<file path="config.mk">
export PLATFORM = sky130hd
export DESIGN_NAME = aows_top
export DESIGN_NICKNAME = d
export VERILOG_FILES = /design/src/common/aows_pkg.sv /design/src/rtl/aows_top.sv
export SDC_FILE = /design/constraint.sdc
export NUM_CORES = 2
export LEC_CHECK = 0
export BUFFER_PORTS_ARGS = -buffer_cell sky130_fd_sc_hd__buf_2
export CORE_UTILIZATION = 49
export CTS_CLUSTER_DIAMETER = 80
export CTS_CLUSTER_SIZE = 25
export DETAILED_ROUTE_END_ITERATION = 7
export GPL_ROUTABILITY_DRIVEN = 1
export PLACE_DENSITY_LB_ADDON = 0.1
export SETUP_SLACK_MARGIN = 0.2
export SLEW_MARGIN = 20
export SYNTH_ARGS = -nofsm -noshare
export SYNTH_HDL_FRONTEND = slang
export SYNTH_SLANG_ARGS = --single-unit
</file>
<file path="constraint.sdc">
create_clock -name REF_CLK_IN -period 31.1 [get_ports REF_CLK_IN]
set_input_delay 3.11 -clock REF_CLK_IN [delete_from_list [all_inputs] [get_ports REF_CLK_IN]]
set_output_delay 3.11 -clock REF_CLK_IN [all_outputs]
set_load 0.1 [all_outputs]
</file>
<file path="src/common/aows_pkg.sv">
// Package: constants and types of the waveform sequencer
// ----------------------------------------------------------------
// ----------------------------------------------------------------
package aows_pkg;
	// Word addresses on the register bus
	localparam logic [2:0] A_CTRL = 3'h0;
	localparam logic [2:0] A_CMD = 3'h1;
	localparam logic [2:0] A_STAT = 3'h2;
	localparam logic [2:0] A_CNT = 3'h3;
	localparam logic [2:0] A_DIV = 3'h4;
	localparam logic [2:0] A_DLY = 3'h5;
	localparam logic [2:0] A_FIFO = 3'h6;
	localparam logic [2:0] A_DIRECT = 3'h7;
	localparam logic [2:0] A_RANGE = 3'h0;
	// Control field positions
	localparam int TM_LO = 0;
	localparam int CONT_B = 2;
	localparam int RG_LO = 3;
	localparam int EXT_B = 5;
	localparam int SS_LO = 6;
	localparam int PSRC_B = 8;
	localparam int PLOW_B = 9;
	localparam int RSEL_B = 10;
	// Command bits, write one to act
	localparam int C_START = 0;
	localparam int C_STOP = 1;
	localparam int C_UPD = 2;
	localparam int C_CLR = 3;
	// Status bit positions
	localparam int S_RUN = 0;
	localparam int S_ARM = 1;
	localparam int S_UNDF = 2;
	localparam int S_EMPTY = 3;
	localparam int S_FULL = 4;
	localparam int S_PAUSE = 5;
	localparam int S_LVL = 8;
	// Per-channel selection field layout
	localparam int SEL_W = 3;
	localparam int SEL_STRIDE = 8;
	// Reset values
	localparam logic [31:0] CTRL_RST = 32'h0000_0000;
	localparam logic [31:0] CNT_RST = 32'h0000_0001;
	localparam logic [31:0] DIV_RST = 32'h0000_0028;
	localparam logic [31:0] DLY_RST = 32'h0000_0002;
	typedef enum logic [1:0] {TM_SW = 2'h0, TM_HWD = 2'h1,
		TM_BUF = 2'h2} aows_tm_e;
	typedef enum logic [1:0] {RG_STD = 2'h0, RG_FIFO = 2'h1,
		RG_NONE = 2'h2} aows_rg_e;
	typedef enum logic [1:0] {SS_SW = 2'h0, SS_DIG = 2'h1,
		SS_ANA = 2'h2} aows_ss_e;
	typedef enum logic [1:0] {ST_IDLE = 2'h0, ST_ARM = 2'h1,
		ST_DLY = 2'h3, ST_RUN = 2'h2} aows_st_e;
endpackage

</file>
<file path="src/rtl/aows_top.sv">
// Waveform sequencer core with Avalon-MM register slave
//
// Local design decisions: register access over Avalon-MM and the placing of the registers.
`timescale 1ns/100ps
module aows_top #(
	parameter int NCH = 4,
	parameter int DW = 8,
	parameter int DEPTH = 16,
	parameter bit BASIC = 1'b0
) (
	input wire logic REF_CLK_IN,
	input wire logic SYS_RST_IN,
	input wire logic [2:0] AVS_ADDRESS_IN,
	input wire logic AVS_READ_IN,
	input wire logic AVS_WRITE_IN,
	input wire logic [31:0] AVS_WRITEDATA_IN,
	input wire logic [3:0] AVS_BYTEENABLE_IN,
	input wire logic AVS_RANGE_SEL_IN,
	output logic [31:0] AVS_READDATA_OUT,
	output logic AVS_WAITREQUEST_OUT,
	input wire logic EXT_SCLK_IN,
	input wire logic DIG_START_IN,
	input wire logic DIG_PAUSE_IN,
	input wire logic ANA_CMP_IN,
	output logic [NCH*DW-1:0] DAC_DATA_OUT,
	output logic DAC_UPDATE_OUT,
	output logic [NCH*3-1:0] OFS_SEL_OUT,
	output logic [NCH*3-1:0] REF_SEL_OUT,
	output logic FIFO_EMPTY_OUT,
	output logic FIFO_FULL_OUT
);
	localparam int PW = $clog2(DEPTH);
	localparam int SW = NCH * DW;

	// Geometry the logic cannot serve, refused at elaboration
	if (!(NCH == 2 || NCH == 4) || SW > 32 || DEPTH < 2 ||
		DEPTH > 128 || (1 << PW) != DEPTH) begin : g_bad_geom
		$error("aows_top: unsupported parameters");
	end

	// ---------------------------------------------------------
	// Pin synchronisers
	// ---------------------------------------------------------
	logic [3:0] s1_ff, s2_ff, sd_ff;
	// Two flops per pin, third only for edges
	always_ff @(posedge REF_CLK_IN or posedge SYS_RST_IN) begin
		if (SYS_RST_IN) begin
			s1_ff <= 4'h0;
			s2_ff <= 4'h0;
			sd_ff <= 4'h0;
		end else begin
			s1_ff <= {ANA_CMP_IN, DIG_PAUSE_IN, DIG_START_IN,
				EXT_SCLK_IN};
			s2_ff <= s1_ff;
			sd_ff <= s2_ff;
		end
	end
	logic [3:0] rise;
	assign rise = s2_ff & ~sd_ff;

	// ---------------------------------------------------------
	// State
	// ---------------------------------------------------------
	logic [31:0] ctrl_ff, cnt_ff, div_ff, dly_ff, rng_ff;
	logic [31:0] nxt_ctrl, nxt_cnt, nxt_div, nxt_dly, nxt_rng;
	logic [31:0] rdata_ff, nxt_rdata;
	logic wait_ff, nxt_wait;
	logic [SW-1:0] direct_ff, nxt_direct, dac_ff, nxt_dac;
	logic upd_ff, nxt_upd, undf_ff, nxt_undf;
	aows_pkg::aows_st_e st_ff, nxt_st;
	logic [31:0] rem_ff, nxt_rem, dcnt_ff, nxt_dcnt;
	logic [31:0] divc_ff, nxt_divc;
	logic [PW-1:0] rd_ff, nxt_rd, wr_ff, nxt_wr, rp_ff, nxt_rp;
	logic [PW:0] lvl_ff, nxt_lvl;
	logic [SW-1:0] mem_ff [DEPTH];
	logic [SW-1:0] nxt_mem [DEPTH];
	logic emp_ff, nxt_emp, full_ff, nxt_full;

	// Decoded control fields
	aows_pkg::aows_tm_e tm;
	aows_pkg::aows_rg_e rg;
	aows_pkg::aows_ss_e ss;
	logic cont, ext, paused, trig, tick;
	logic acc, wr_acc, cmd_wr, fifo_wr;
	logic [31:0] bmask, wd;
	assign tm = aows_pkg::aows_tm_e'(ctrl_ff[aows_pkg::TM_LO+:2]);
	assign rg = aows_pkg::aows_rg_e'(ctrl_ff[aows_pkg::RG_LO+:2]);
	assign ss = aows_pkg::aows_ss_e'(ctrl_ff[aows_pkg::SS_LO+:2]);
	assign cont = ctrl_ff[aows_pkg::CONT_B];
	assign ext = ctrl_ff[aows_pkg::EXT_B];

	// Pause is level sensitive; analog pauses while high
	assign paused = ctrl_ff[aows_pkg::PSRC_B] ? s2_ff[3] :
		s2_ff[2] ^ ctrl_ff[aows_pkg::PLOW_B];
	// Start trigger edge from the selected source
	assign trig = (ss == aows_pkg::SS_SW) ||
		(ss == aows_pkg::SS_DIG && rise[1]) ||
		(ss == aows_pkg::SS_ANA && rise[3]);
	// One sample tick for all channels; pause masks it
	assign tick = st_ff == aows_pkg::ST_RUN && !paused &&
		(ext ? rise[0] : divc_ff == 32'h0);

	// Write takes effect on the cycle waitrequest is low
	assign acc = (AVS_READ_IN || AVS_WRITE_IN) && !wait_ff;
	assign wr_acc = acc && AVS_WRITE_IN;
	assign cmd_wr = wr_acc && AVS_ADDRESS_IN == aows_pkg::A_CMD &&
		!AVS_RANGE_SEL_IN;
	assign bmask = {{8{AVS_BYTEENABLE_IN[3]}},
		{8{AVS_BYTEENABLE_IN[2]}}, {8{AVS_BYTEENABLE_IN[1]}},
		{8{AVS_BYTEENABLE_IN[0]}}};
	assign wd = AVS_WRITEDATA_IN & bmask;
	// FIFO-only replay locks the store once started
	assign fifo_wr = wr_acc && !AVS_RANGE_SEL_IN &&
		AVS_ADDRESS_IN == aows_pkg::A_FIFO && !full_ff &&
		!(tm == aows_pkg::TM_BUF && rg == aows_pkg::RG_FIFO &&
		st_ff != aows_pkg::ST_IDLE);

	// Merge byte lanes into a held register
	function automatic logic [31:0] bw(input logic [31:0] o,
		input logic [31:0] n, input logic [31:0] m);
		bw = (o & ~m) | (n & m);
	endfunction

	// ---------------------------------------------------------
	// Next-state logic
	// ---------------------------------------------------------
	always_comb begin
		logic pop, push;
		pop = 1'b0;
		push = fifo_wr;
		nxt_wait = !((AVS_READ_IN || AVS_WRITE_IN) && wait_ff);
		nxt_rdata = rdata_ff;
		nxt_ctrl = ctrl_ff;
		nxt_cnt = cnt_ff;
		nxt_div = div_ff;
		nxt_dly = dly_ff;
		nxt_rng = rng_ff;
		nxt_direct = direct_ff;
		nxt_dac = dac_ff;
		nxt_upd = 1'b0;
		nxt_undf = undf_ff;
		nxt_st = st_ff;
		nxt_rem = rem_ff;
		nxt_dcnt = dcnt_ff;
		nxt_divc = divc_ff;
		nxt_rd = rd_ff;
		nxt_wr = wr_ff;
		nxt_rp = rp_ff;
		nxt_mem = mem_ff;
		// Read data staged while waitrequest is high
		if ((AVS_READ_IN || AVS_WRITE_IN) && wait_ff) begin
			nxt_rdata = 32'h0;
			if (AVS_RANGE_SEL_IN) begin
				if (AVS_ADDRESS_IN == aows_pkg::A_RANGE) begin
					nxt_rdata = rng_ff;
				end
			end else begin
				case (AVS_ADDRESS_IN)
				aows_pkg::A_CTRL: nxt_rdata = ctrl_ff;
				aows_pkg::A_CNT: nxt_rdata = cnt_ff;
				aows_pkg::A_DIV: nxt_rdata = div_ff;
				aows_pkg::A_DLY: nxt_rdata = dly_ff;
				aows_pkg::A_DIRECT: nxt_rdata = 32'(direct_ff);
				aows_pkg::A_STAT: begin
					nxt_rdata = 32'(lvl_ff) << aows_pkg::S_LVL;
					nxt_rdata[aows_pkg::S_RUN] =
						st_ff == aows_pkg::ST_RUN;
					nxt_rdata[aows_pkg::S_ARM] =
						st_ff == aows_pkg::ST_ARM;
					nxt_rdata[aows_pkg::S_UNDF] = undf_ff;
					nxt_rdata[aows_pkg::S_EMPTY] = emp_ff;
					nxt_rdata[aows_pkg::S_FULL] = full_ff;
					nxt_rdata[aows_pkg::S_PAUSE] = paused;
				end
				default: nxt_rdata = 32'h0;
				endcase
			end
		end
		// Register writes
		if (wr_acc && AVS_RANGE_SEL_IN &&
			AVS_ADDRESS_IN == aows_pkg::A_RANGE) begin
			nxt_rng = bw(rng_ff, wd, bmask);
		end else if (wr_acc && !AVS_RANGE_SEL_IN) begin // Page zero: control, count, divider, delay, direct
			case (AVS_ADDRESS_IN)
			aows_pkg::A_CTRL: nxt_ctrl = bw(ctrl_ff, wd, bmask);
			aows_pkg::A_CNT: nxt_cnt = bw(cnt_ff, wd, bmask);
			aows_pkg::A_DIV: nxt_div = bw(div_ff, wd, bmask);
			aows_pkg::A_DLY: nxt_dly = bw(dly_ff, wd, bmask);
			aows_pkg::A_DIRECT: nxt_direct = SW'(bw(
				32'(direct_ff), wd, bmask));
			default: nxt_ctrl = ctrl_ff;
			endcase
		end
		// Host values go straight to the converters
		if (cmd_wr && wd[aows_pkg::C_UPD] &&
			tm == aows_pkg::TM_SW) begin
			nxt_dac = direct_ff;
			nxt_upd = 1'b1;
		end
		// Sequencer states
		case (st_ff)
		aows_pkg::ST_IDLE: begin
			if (cmd_wr && wd[aows_pkg::C_START] &&
				tm != aows_pkg::TM_SW) begin
				nxt_st = aows_pkg::ST_ARM;
				nxt_rem = cnt_ff;
				nxt_rp = rd_ff;
			end
		end
		aows_pkg::ST_ARM: begin
			if (trig && (ext || dly_ff == 32'h0)) begin
				nxt_st = aows_pkg::ST_RUN;
				nxt_divc = 32'h0;
			end else if (trig) begin
				nxt_st = aows_pkg::ST_DLY;
				nxt_dcnt = dly_ff - 32'h1;
			end
		end
		aows_pkg::ST_DLY: begin
			// Counted in REF_CLK_IN cycles
			if (dcnt_ff == 32'h0) begin
				nxt_st = aows_pkg::ST_RUN;
				nxt_divc = 32'h0;
			end else begin
				nxt_dcnt = dcnt_ff - 32'h1;
			end
		end
		aows_pkg::ST_RUN: begin
			// Divider holds while paused, resumes in place
			if (!ext && !paused) begin
				nxt_divc = (divc_ff == 32'h0) ? div_ff - 32'h1 :
					divc_ff - 32'h1;
			end
			if (tick) begin
				nxt_upd = 1'b1;
				if (tm == aows_pkg::TM_HWD) begin
					nxt_dac = direct_ff;
				end else if (rg == aows_pkg::RG_FIFO &&
					lvl_ff != '0) begin
					// Replay stored points, never consume
					nxt_dac = mem_ff[rp_ff];
					nxt_rp = (rp_ff + 1'b1 == wr_ff) ? rd_ff :
						rp_ff + 1'b1;
				end else if (lvl_ff != '0) begin
					nxt_dac = mem_ff[rd_ff];
					pop = 1'b1;
				end else if (rg == aows_pkg::RG_STD) begin
					nxt_dac = dac_ff;
				end else begin
					// Nothing new to send: error and halt
					nxt_upd = 1'b0;
					nxt_undf = 1'b1;
					nxt_st = aows_pkg::ST_IDLE;
				end
				if (!cont && nxt_st == aows_pkg::ST_RUN) begin
					nxt_rem = rem_ff - 32'h1;
					if (rem_ff <= 32'h1) begin
						nxt_st = aows_pkg::ST_IDLE;
					end
				end
			end
		end
		default: nxt_st = aows_pkg::ST_IDLE;
		endcase
		// Stop ends any mode, continuous included
		if (cmd_wr && wd[aows_pkg::C_STOP]) begin
			nxt_st = aows_pkg::ST_IDLE;
		end
		// Clear loses to a fresh underflow
		if (cmd_wr && wd[aows_pkg::C_CLR] &&
			!(tick && nxt_undf && !undf_ff)) begin
			nxt_undf = 1'b0;
		end
		// FIFO pointers
		if (push) begin
			nxt_mem[wr_ff] = AVS_WRITEDATA_IN[SW-1:0];
			nxt_wr = wr_ff + 1'b1;
		end
		if (pop) begin
			nxt_rd = rd_ff + 1'b1;
		end
		nxt_lvl = lvl_ff + (PW+1)'(push) - (PW+1)'(pop);
		nxt_emp = nxt_lvl == '0;
		nxt_full = nxt_lvl == (PW+1)'(DEPTH);
	end

	// ---------------------------------------------------------
	// Registers
	// ---------------------------------------------------------
	always_ff @(posedge REF_CLK_IN or posedge SYS_RST_IN) begin
		if (SYS_RST_IN) begin
			wait_ff <= 1'b1;
			rdata_ff <= 32'h0;
			ctrl_ff <= aows_pkg::CTRL_RST;
			cnt_ff <= aows_pkg::CNT_RST;
			div_ff <= aows_pkg::DIV_RST;
			dly_ff <= aows_pkg::DLY_RST;
			rng_ff <= 32'h0;
			direct_ff <= '0;
			dac_ff <= '0;
			upd_ff <= 1'b0;
			undf_ff <= 1'b0;
			st_ff <= aows_pkg::ST_IDLE;
			rem_ff <= 32'h0;
			dcnt_ff <= 32'h0;
			divc_ff <= 32'h0;
			rd_ff <= '0;
			wr_ff <= '0;
			rp_ff <= '0;
			lvl_ff <= '0;
			mem_ff <= '{default: '0};
			emp_ff <= 1'b1;
			full_ff <= 1'b0;
		end else begin
			wait_ff <= nxt_wait;
			rdata_ff <= nxt_rdata;
			ctrl_ff <= nxt_ctrl;
			cnt_ff <= nxt_cnt;
			div_ff <= nxt_div;
			dly_ff <= nxt_dly;
			rng_ff <= nxt_rng;
			direct_ff <= nxt_direct;
			dac_ff <= nxt_dac;
			upd_ff <= nxt_upd;
			undf_ff <= nxt_undf;
			st_ff <= nxt_st;
			rem_ff <= nxt_rem;
			dcnt_ff <= nxt_dcnt;
			divc_ff <= nxt_divc;
			rd_ff <= nxt_rd;
			wr_ff <= nxt_wr;
			rp_ff <= nxt_rp;
			lvl_ff <= nxt_lvl;
			mem_ff <= nxt_mem;
			emp_ff <= nxt_emp;
			full_ff <= nxt_full;
		end
	end

	// Outputs
	assign AVS_READDATA_OUT = rdata_ff;
	assign AVS_WAITREQUEST_OUT = wait_ff;
	assign DAC_DATA_OUT = dac_ff;
	assign DAC_UPDATE_OUT = upd_ff;
	assign FIFO_EMPTY_OUT = emp_ff;
	assign FIFO_FULL_OUT = full_ff;

	// Per-channel range selection; basic part fixes both
	for (genvar ch = 0; ch < NCH; ch++) begin : g_sel
		localparam int B = ch * aows_pkg::SEL_STRIDE;
		assign OFS_SEL_OUT[ch*3+:3] = BASIC ? 3'h0 :
			rng_ff[B+:aows_pkg::SEL_W];
		assign REF_SEL_OUT[ch*3+:3] = BASIC ? 3'h0 :
			rng_ff[B+aows_pkg::SEL_W+:aows_pkg::SEL_W];
	end
endmodule

</file>
Word-level counts from Yosys, hierarchy flattened
Cells that the tools add are included.
{ "classes": {"add_sub_neg": 10, "bitwise": 22, "eq_ne": 34, "mux": 74, "n_reduce_logical": 70, "n_lt_le_gt_ge": 5} }
{ "op_table": {"columns": ["op", "n"], "rows": [
  ["$mux 32", 24],
  ["$bwmux 512", 1],
  ["$and 32x32->32", 8],
  ["$bmux 32 s4", 2],
  ["$or 32x32->32", 6],
  ["$pmux 32 s6", 1],
  ["$sub 32x1->32 const B", 5],
  ["$demux 32 s4", 1],
  ["$pmux 32 s2", 2],
  ["$logic_not 32->1", 3],
  ["$pmux 32 s3", 1],
  ["$le 32x1->1 const B", 1],
  ["$not 32->32", 1],
  ["$logic_and 1x1->1", 31],
  ["$mux 2", 14],
  ["$mux 1", 21],
  ["$mux 4", 5],
  ["$reduce_and 4->1", 4],
  ["$ge 5x5->1 const B", 3],
  ["$not 4->5", 3],
  ["$reduce_and 3->1", 5],
  ["$ne 2x2->1 const B", 7],
  ["$add 4x1->4 const B", 3],
  ["$eq 3x3->1 const B", 4],
  ["other kinds (29)", 59]
]} }
{ "word_totals": {"out_inout_bits": 92, "in_bits": 48, "ff_bits": 900, "word_cells": 255} }

Depth between registers and ports, before layout
{ "logic_depth": {"word_depth": 14, "depth_mapped": 16, "depth_no_buf": 14} }

Worst setup path after synthesis
Ideal clock, no wire load.
{ "synth_timing": {"kind": "input-to-reg", "startpoint": "in AVS_RANGE_SEL_IN", "endpoint": "reg full_ff (netlist: FIFO_FULL_OUT)", "t_arrival_ns": 5.723, "n_path_buf": 0, "required_ns": 31.027, "setup_ns": 0.073, "slack_ns": 25.304, "cell_stages": 11, "path_cell_list": "nor3b_1 nand2_1 nor4b_4 inv_1 ha_1 inv_1 ha_1 fa_1 xor2_1 or4_1 nor2b_1"} }
{ "synth_between": {"elab_chain_len": 8} }
{ "synth_lines": {"columns": ["item", "line", "text"], "rows": [
  ["from (decl)", "aows_top.sv:18", "input wire logic AVS_RANGE_SEL_IN,"],
  ["$logic_not 1->1", "aows_top.sv:113", "assign fifo_wr = wr_acc && !AVS_RANGE_SEL_IN &&"],
  ["$logic_and 1x1->1 (2 in series)", "aows_top.sv:113", null],
  ["$logic_and 1x1->1 (2 in series)", "aows_top.sv:114", "AVS_ADDRESS_IN == aows_pkg::A_FIFO && !full_ff &&"],
  ["$add 5x1->5", "aows_top.sv:282", "nxt_lvl = lvl_ff + (PW+1)'(push) - (PW+1)'(pop);"],
  ["$sub 5x1->5", "aows_top.sv:282", null],
  ["named net nxt_lvl[2]", "aows_top.sv:74", "logic [PW:0] lvl_ff, nxt_lvl;"],
  ["$eq 5x5->1", "aows_top.sv:284", "nxt_full = nxt_lvl == (PW+1)'(DEPTH);"],
  ["named net nxt_full", "aows_top.sv:77", "logic emp_ff, nxt_emp, full_ff, nxt_full;"],
  ["to (signal assigned)", "aows_top.sv:336", "full_ff <= nxt_full;"],
  ["to (decl)", "aows_top.sv:77", null]
]} }
The timed path passes the listed nets, and every way through them passes these cells.
A chain may end at the register's enable or synchronous reset.

Worst setup path after layout
{ "layout_timing": {"startpoint": "in AVS_ADDRESS_IN[2]", "endpoint": "reg mem_ff[282] (netlist bit)"} }
{ "layout_between": {"elab_chain_len": 4} }
{ "layout_lines": {"columns": ["item", "line", "text"], "rows": [
  ["from (decl)", "aows_top.sv:13", "input wire logic [2:0] AVS_ADDRESS_IN,"],
  ["$eq 3x3->1", "aows_top.sv:114", null],
  ["$logic_and 1x1->1", "aows_top.sv:113", null],
  ["$logic_and 1x1->1 (2 in series)", "aows_top.sv:114", null],
  ["to (signal assigned)", "aows_top.sv:334", "mem_ff <= nxt_mem;"],
  ["to (decl)", "aows_top.sv:75", "logic [SW-1:0] mem_ff [DEPTH];"]
]} }
Every way passes these cells.

==> run summary <==
run status - finished, violations left
violations in the final reports - design-rule violations
largest buffer count on any clock path - 3
count of pins over their slew limit - 0
detailed-routing wirelength on met1 - 62.8 mm
warning count from the yosys run - 0
post-CTS resize count - 0
number of iterations in the first detailed-routing pass - 8
Final setup viols - 0
Port-buffer cells - 139
maximum number of pins on one net before global-route repair - 201
weighted congestion reported at the end of routability-driven placement - 0.919
flops & latches, synth - 899
Total GRT Usage - 0.305
Max Fanout on Critical Path - 42
net count after synthesis - 3867
clock slew at reported path FFs - 100 ps
grt ovf - 0
DRC violations left - 1
Async SR Flop Fraction - 1.00
I/O pin total - 140
die area - 100000 um2
number of sinks handled by clock tree synthesis - 899
critical path endpoint category - register
die extent in x - 316 um
first-iteration detailed-routing DRC count - 3422
HPWL after detailed placement - 99.4 mm
CP top delay family - simple AND/OR/NAND/NOR gates
Slew Limit Headroom - 0.277
htree depth - 2
cell leakage power - 22.9 nW
distinct cell type count after synthesis - 91
final design utilization - 0.532
number of flops mapped to enable cells by yosys - 0
standard cell core area - 97300 um2
initial standard-cell utilization of the core - 0.498
Critical R2R Launch - divc_ff[15]
count of final hold-check violations - 0
Critical path buffers and inverters - 5
CP Launch Point - AVS_ADDRESS_IN[2]
Critical Path Slowest Stage Cell - sky130_fd_sc_hd__nor4b_4
wire length of the first global-routing pass - 229 mm
Post-CTS Setup Bufs - 0
RSZ-0062 raised after global routing - false
sequential-to-total area share from yosys stat - 0.465
post-detailed-routing wire length - 151 mm
CTS Root Buffer Type - sky130_fd_sc_hd__clkbuf_16
worst endpoint data arrival time - 7170 ps
Rows - 114
post-synthesis to final-layout area growth - 6.78%
share of post-route cells with drive strength above 1 - 0.368
Slew @ Worst Pin - 1080 ps
maximum achievable frequency - 0.151 GHz
ordered list of cells on the worst path - buf_2 > buf_4 > inv_1 > buf_4 > nor2_1 > nor4b_4 > nand2_1 > nor2_4 > buf_4 > mux2_2
max-cap violation count - 0
uppermost routed layer - met5
per-cell via count in the routed design - 6.84
number of nets in the layout - 3775
met2 wirelength from detailed routing - 70.8 mm
initial antenna violation count - 15
Wirelength per Cell - 30.2 um
number of fill cells - 8126
maximum VDD drop - 0.0465 mV
post-layout minimum cycle time - 6610 ps
Post-CTS Hold Fix Bufs - 0
Most used DFF post-synth - sky130_fd_sc_hd__dfrtp_1
total number of vias - 34300
HP Class - reg -> reg
path type of the worst setup path - in -> reg
antenna violation net count after detailed routing - 0
critical path's largest stage delay - 620 ps
Crit path required time - 31650 ps
Total Power Consumption - 3.40 mW
vias in the first global route - 34200
Final Skew - 29.3 ps
most frequent cell on the critical path - sky130_fd_sc_hd__buf_4
final worst-path cycle share - 0.213
TritonCTS clock tree - done
worst-skew pair later-pin latency - 690 ps
Mapped Cells - 3802
type of element launching the critical path - input pin
total CTS buffers - 51
mean instance size in the synthesized netlist - 12.7 um2
final-layout setup total negative slack - 0 ps
cell area after technology mapping - 48400 um2
floorplan die height - 316 um
Met3 Routed Length - 11.1 mm
power density over the cells - 65.7 nW/um2
top library cells by usage in the layout, fill and taps aside - sky130_fd_sc_hd__dfrtp_1 (886), sky130_fd_sc_hd__mux2_2 (717), sky130_fd_sc_hd__mux4_2 (284), sky130_fd_sc_hd__a21oi_1 (167), sky130_fd_sc_hd__nor2_1 (161)
hold path startpoint - s1_ff[0]
leading cell type in the layout, fill and taps excluded - sky130_fd_sc_hd__dfrtp_1
-- path summary, 6_finish.rpt --
check                              endpoint  slack, ps  cells past startpoint
min in group asynchronous       mem_ff[422]       2590                      2
worst max-delay path            mem_ff[282]      24490                     10
worst max register to register  divc_ff[28]      26330                     11
max in group asynchronous       divc_ff[22]      25090                      6
worst min register to register     s2_ff[0]        360                      0
worst min-delay path               s2_ff[0]        360                      0
-- kinds of logic (layout without fill, tap and decap cells) --
family	after synthesis	count (layout)	share of synthesized area
flip-flops	899	899	0.465
AND/OR/NAND/NOR	685	685	0.0722
other	0	3	0
buffers and inverters	401	339	0.0346
adder cells (fa/ha/maj)	17	17	0.00455
AO/OA/AOI/OAI	648	648	0.0945
multiplexers	1131	1131	0.326
XOR/XNOR	21	21	0.00380
-- cell type report --
type	instances	area, um2	share of cell area
repair buffers	219	1340	0.0258
inverters	37	146	0.00283
clock inverters	28	337	0.00651
multi-input cells	2502	24400	0.472
diodes	3	7.51	0.000145
flip-flops and latches	899	22500	0.436
well taps	1276	1600	0.0309
clock buffers	55	1340	0.0260
-- synthesized netlist by cell type, types with 10 or more instances --
master	count	share of area
sky130_fd_sc_hd__dfrtp_1	893	0.46
sky130_fd_sc_hd__mux2_2	717	0.17
sky130_fd_sc_hd__mux4_2	284	0.13
sky130_fd_sc_hd__clkbuf_1	267	0.021
sky130_fd_sc_hd__nor2_1	175	0.014
sky130_fd_sc_hd__a21oi_1	167	0.017
sky130_fd_sc_hd__nand2_1	158	0.012
sky130_fd_sc_hd__mux2i_1	126	0.026
sky130_fd_sc_hd__nor3_1	105	0.011
sky130_fd_sc_hd__o21ai_0	96	0.0099
sky130_fd_sc_hd__nor4_1	40	0.0052
sky130_fd_sc_hd__buf_1	38	0.0029
sky130_fd_sc_hd__a211oi_1	37	0.0057
sky130_fd_sc_hd__inv_1	37	0.0029
sky130_fd_sc_hd__a221oi_1	36	0.0065
sky130_fd_sc_hd__a221o_1	35	0.0072
sky130_fd_sc_hd__buf_2	29	0.0030
sky130_fd_sc_hd__o221ai_1	29	0.0052
sky130_fd_sc_hd__o22ai_1	29	0.0037
sky130_fd_sc_hd__buf_4	24	0.0037
sky130_fd_sc_hd__nand3_1	24	0.0025
sky130_fd_sc_hd__or4_1	24	0.0037
sky130_fd_sc_hd__a22oi_1	22	0.0034
sky130_fd_sc_hd__and3_1	22	0.0028
sky130_fd_sc_hd__nand2b_1	20	0.0026
sky130_fd_sc_hd__or3_1	18	0.0023
sky130_fd_sc_hd__ha_1	16	0.0041
sky130_fd_sc_hd__a211o_1	15	0.0027
sky130_fd_sc_hd__and2_1	15	0.0019
sky130_fd_sc_hd__a2bb2oi_1	14	0.0025
sky130_fd_sc_hd__nand4_1	14	0.0018
sky130_fd_sc_hd__o31ai_1	13	0.0020
sky130_fd_sc_hd__a31oi_1	11	0.0014
sky130_fd_sc_hd__xor2_1	11	0.0020
sky130_fd_sc_hd__a2111oi_0	10	0.0018
sky130_fd_sc_hd__a41oi_1	10	0.0018
sky130_fd_sc_hd__nor4bb_1	10	0.0021
sky130_fd_sc_hd__or2_2	10	0.0013
sky130_fd_sc_hd__xnor2_1	10	0.0018
-- worst register-to-register path: stages, from the launching register on --
cell and delay (ps):
sky130_fd_sc_hd__dfrtp_1 440, sky130_fd_sc_hd__or4_1 260, sky130_fd_sc_hd__or3_1 610, sky130_fd_sc_hd__nor3_4 190, sky130_fd_sc_hd__a21oi_1 260, sky130_fd_sc_hd__ha_1 330, sky130_fd_sc_hd__or4b_2 730, sky130_fd_sc_hd__nor4_1 420
sky130_fd_sc_hd__o41ai_2 300, sky130_fd_sc_hd__a2111oi_0 790, sky130_fd_sc_hd__a2bb2oi_1 240, sky130_fd_sc_hd__nand3_1 80
-- metrics by stage --
| step | area (um2) | setup slack [ps] | hold WS, ps | std cells |
|---|---|---|---|---|
| 2_1_floorplan | 48400 | 2730 | 331 | 3802 |
| 3_3_place_gp | 50000 | 24030 | 336 | 4932 |
| 3_5_place_dp | 50000 | 23870 | 336 | 4932 |
| 4_1_cts | 51700 | 24610 | 367 | 5015 |
| 5_1_grt | 51700 | 24380 | 379 | 5017 |
| 6_report | 51700 | 24490 | 363 | 5019 |
-- where the power goes --
part	total, mW	switching [mW]	leakage (nW)	internal, mW
Clock	0.784	0.446	0.809	0.338
Sequential	1.50	0.200	12.3	1.30
Combinational	1.11	0.717	9.85	0.394
Total	3.40	1.36	22.9	2.03
-- routing by layer --
metal | vias up | global-route usage
met4 | 10 | 0.123
met3 | 302 | 0.0577
met5 | - | 0
li1 | 14400 | -
met1 | 18100 | 0.419
met2 | 1487 | 0.478
No activity file was read; power rests on OpenSTA's default activity.
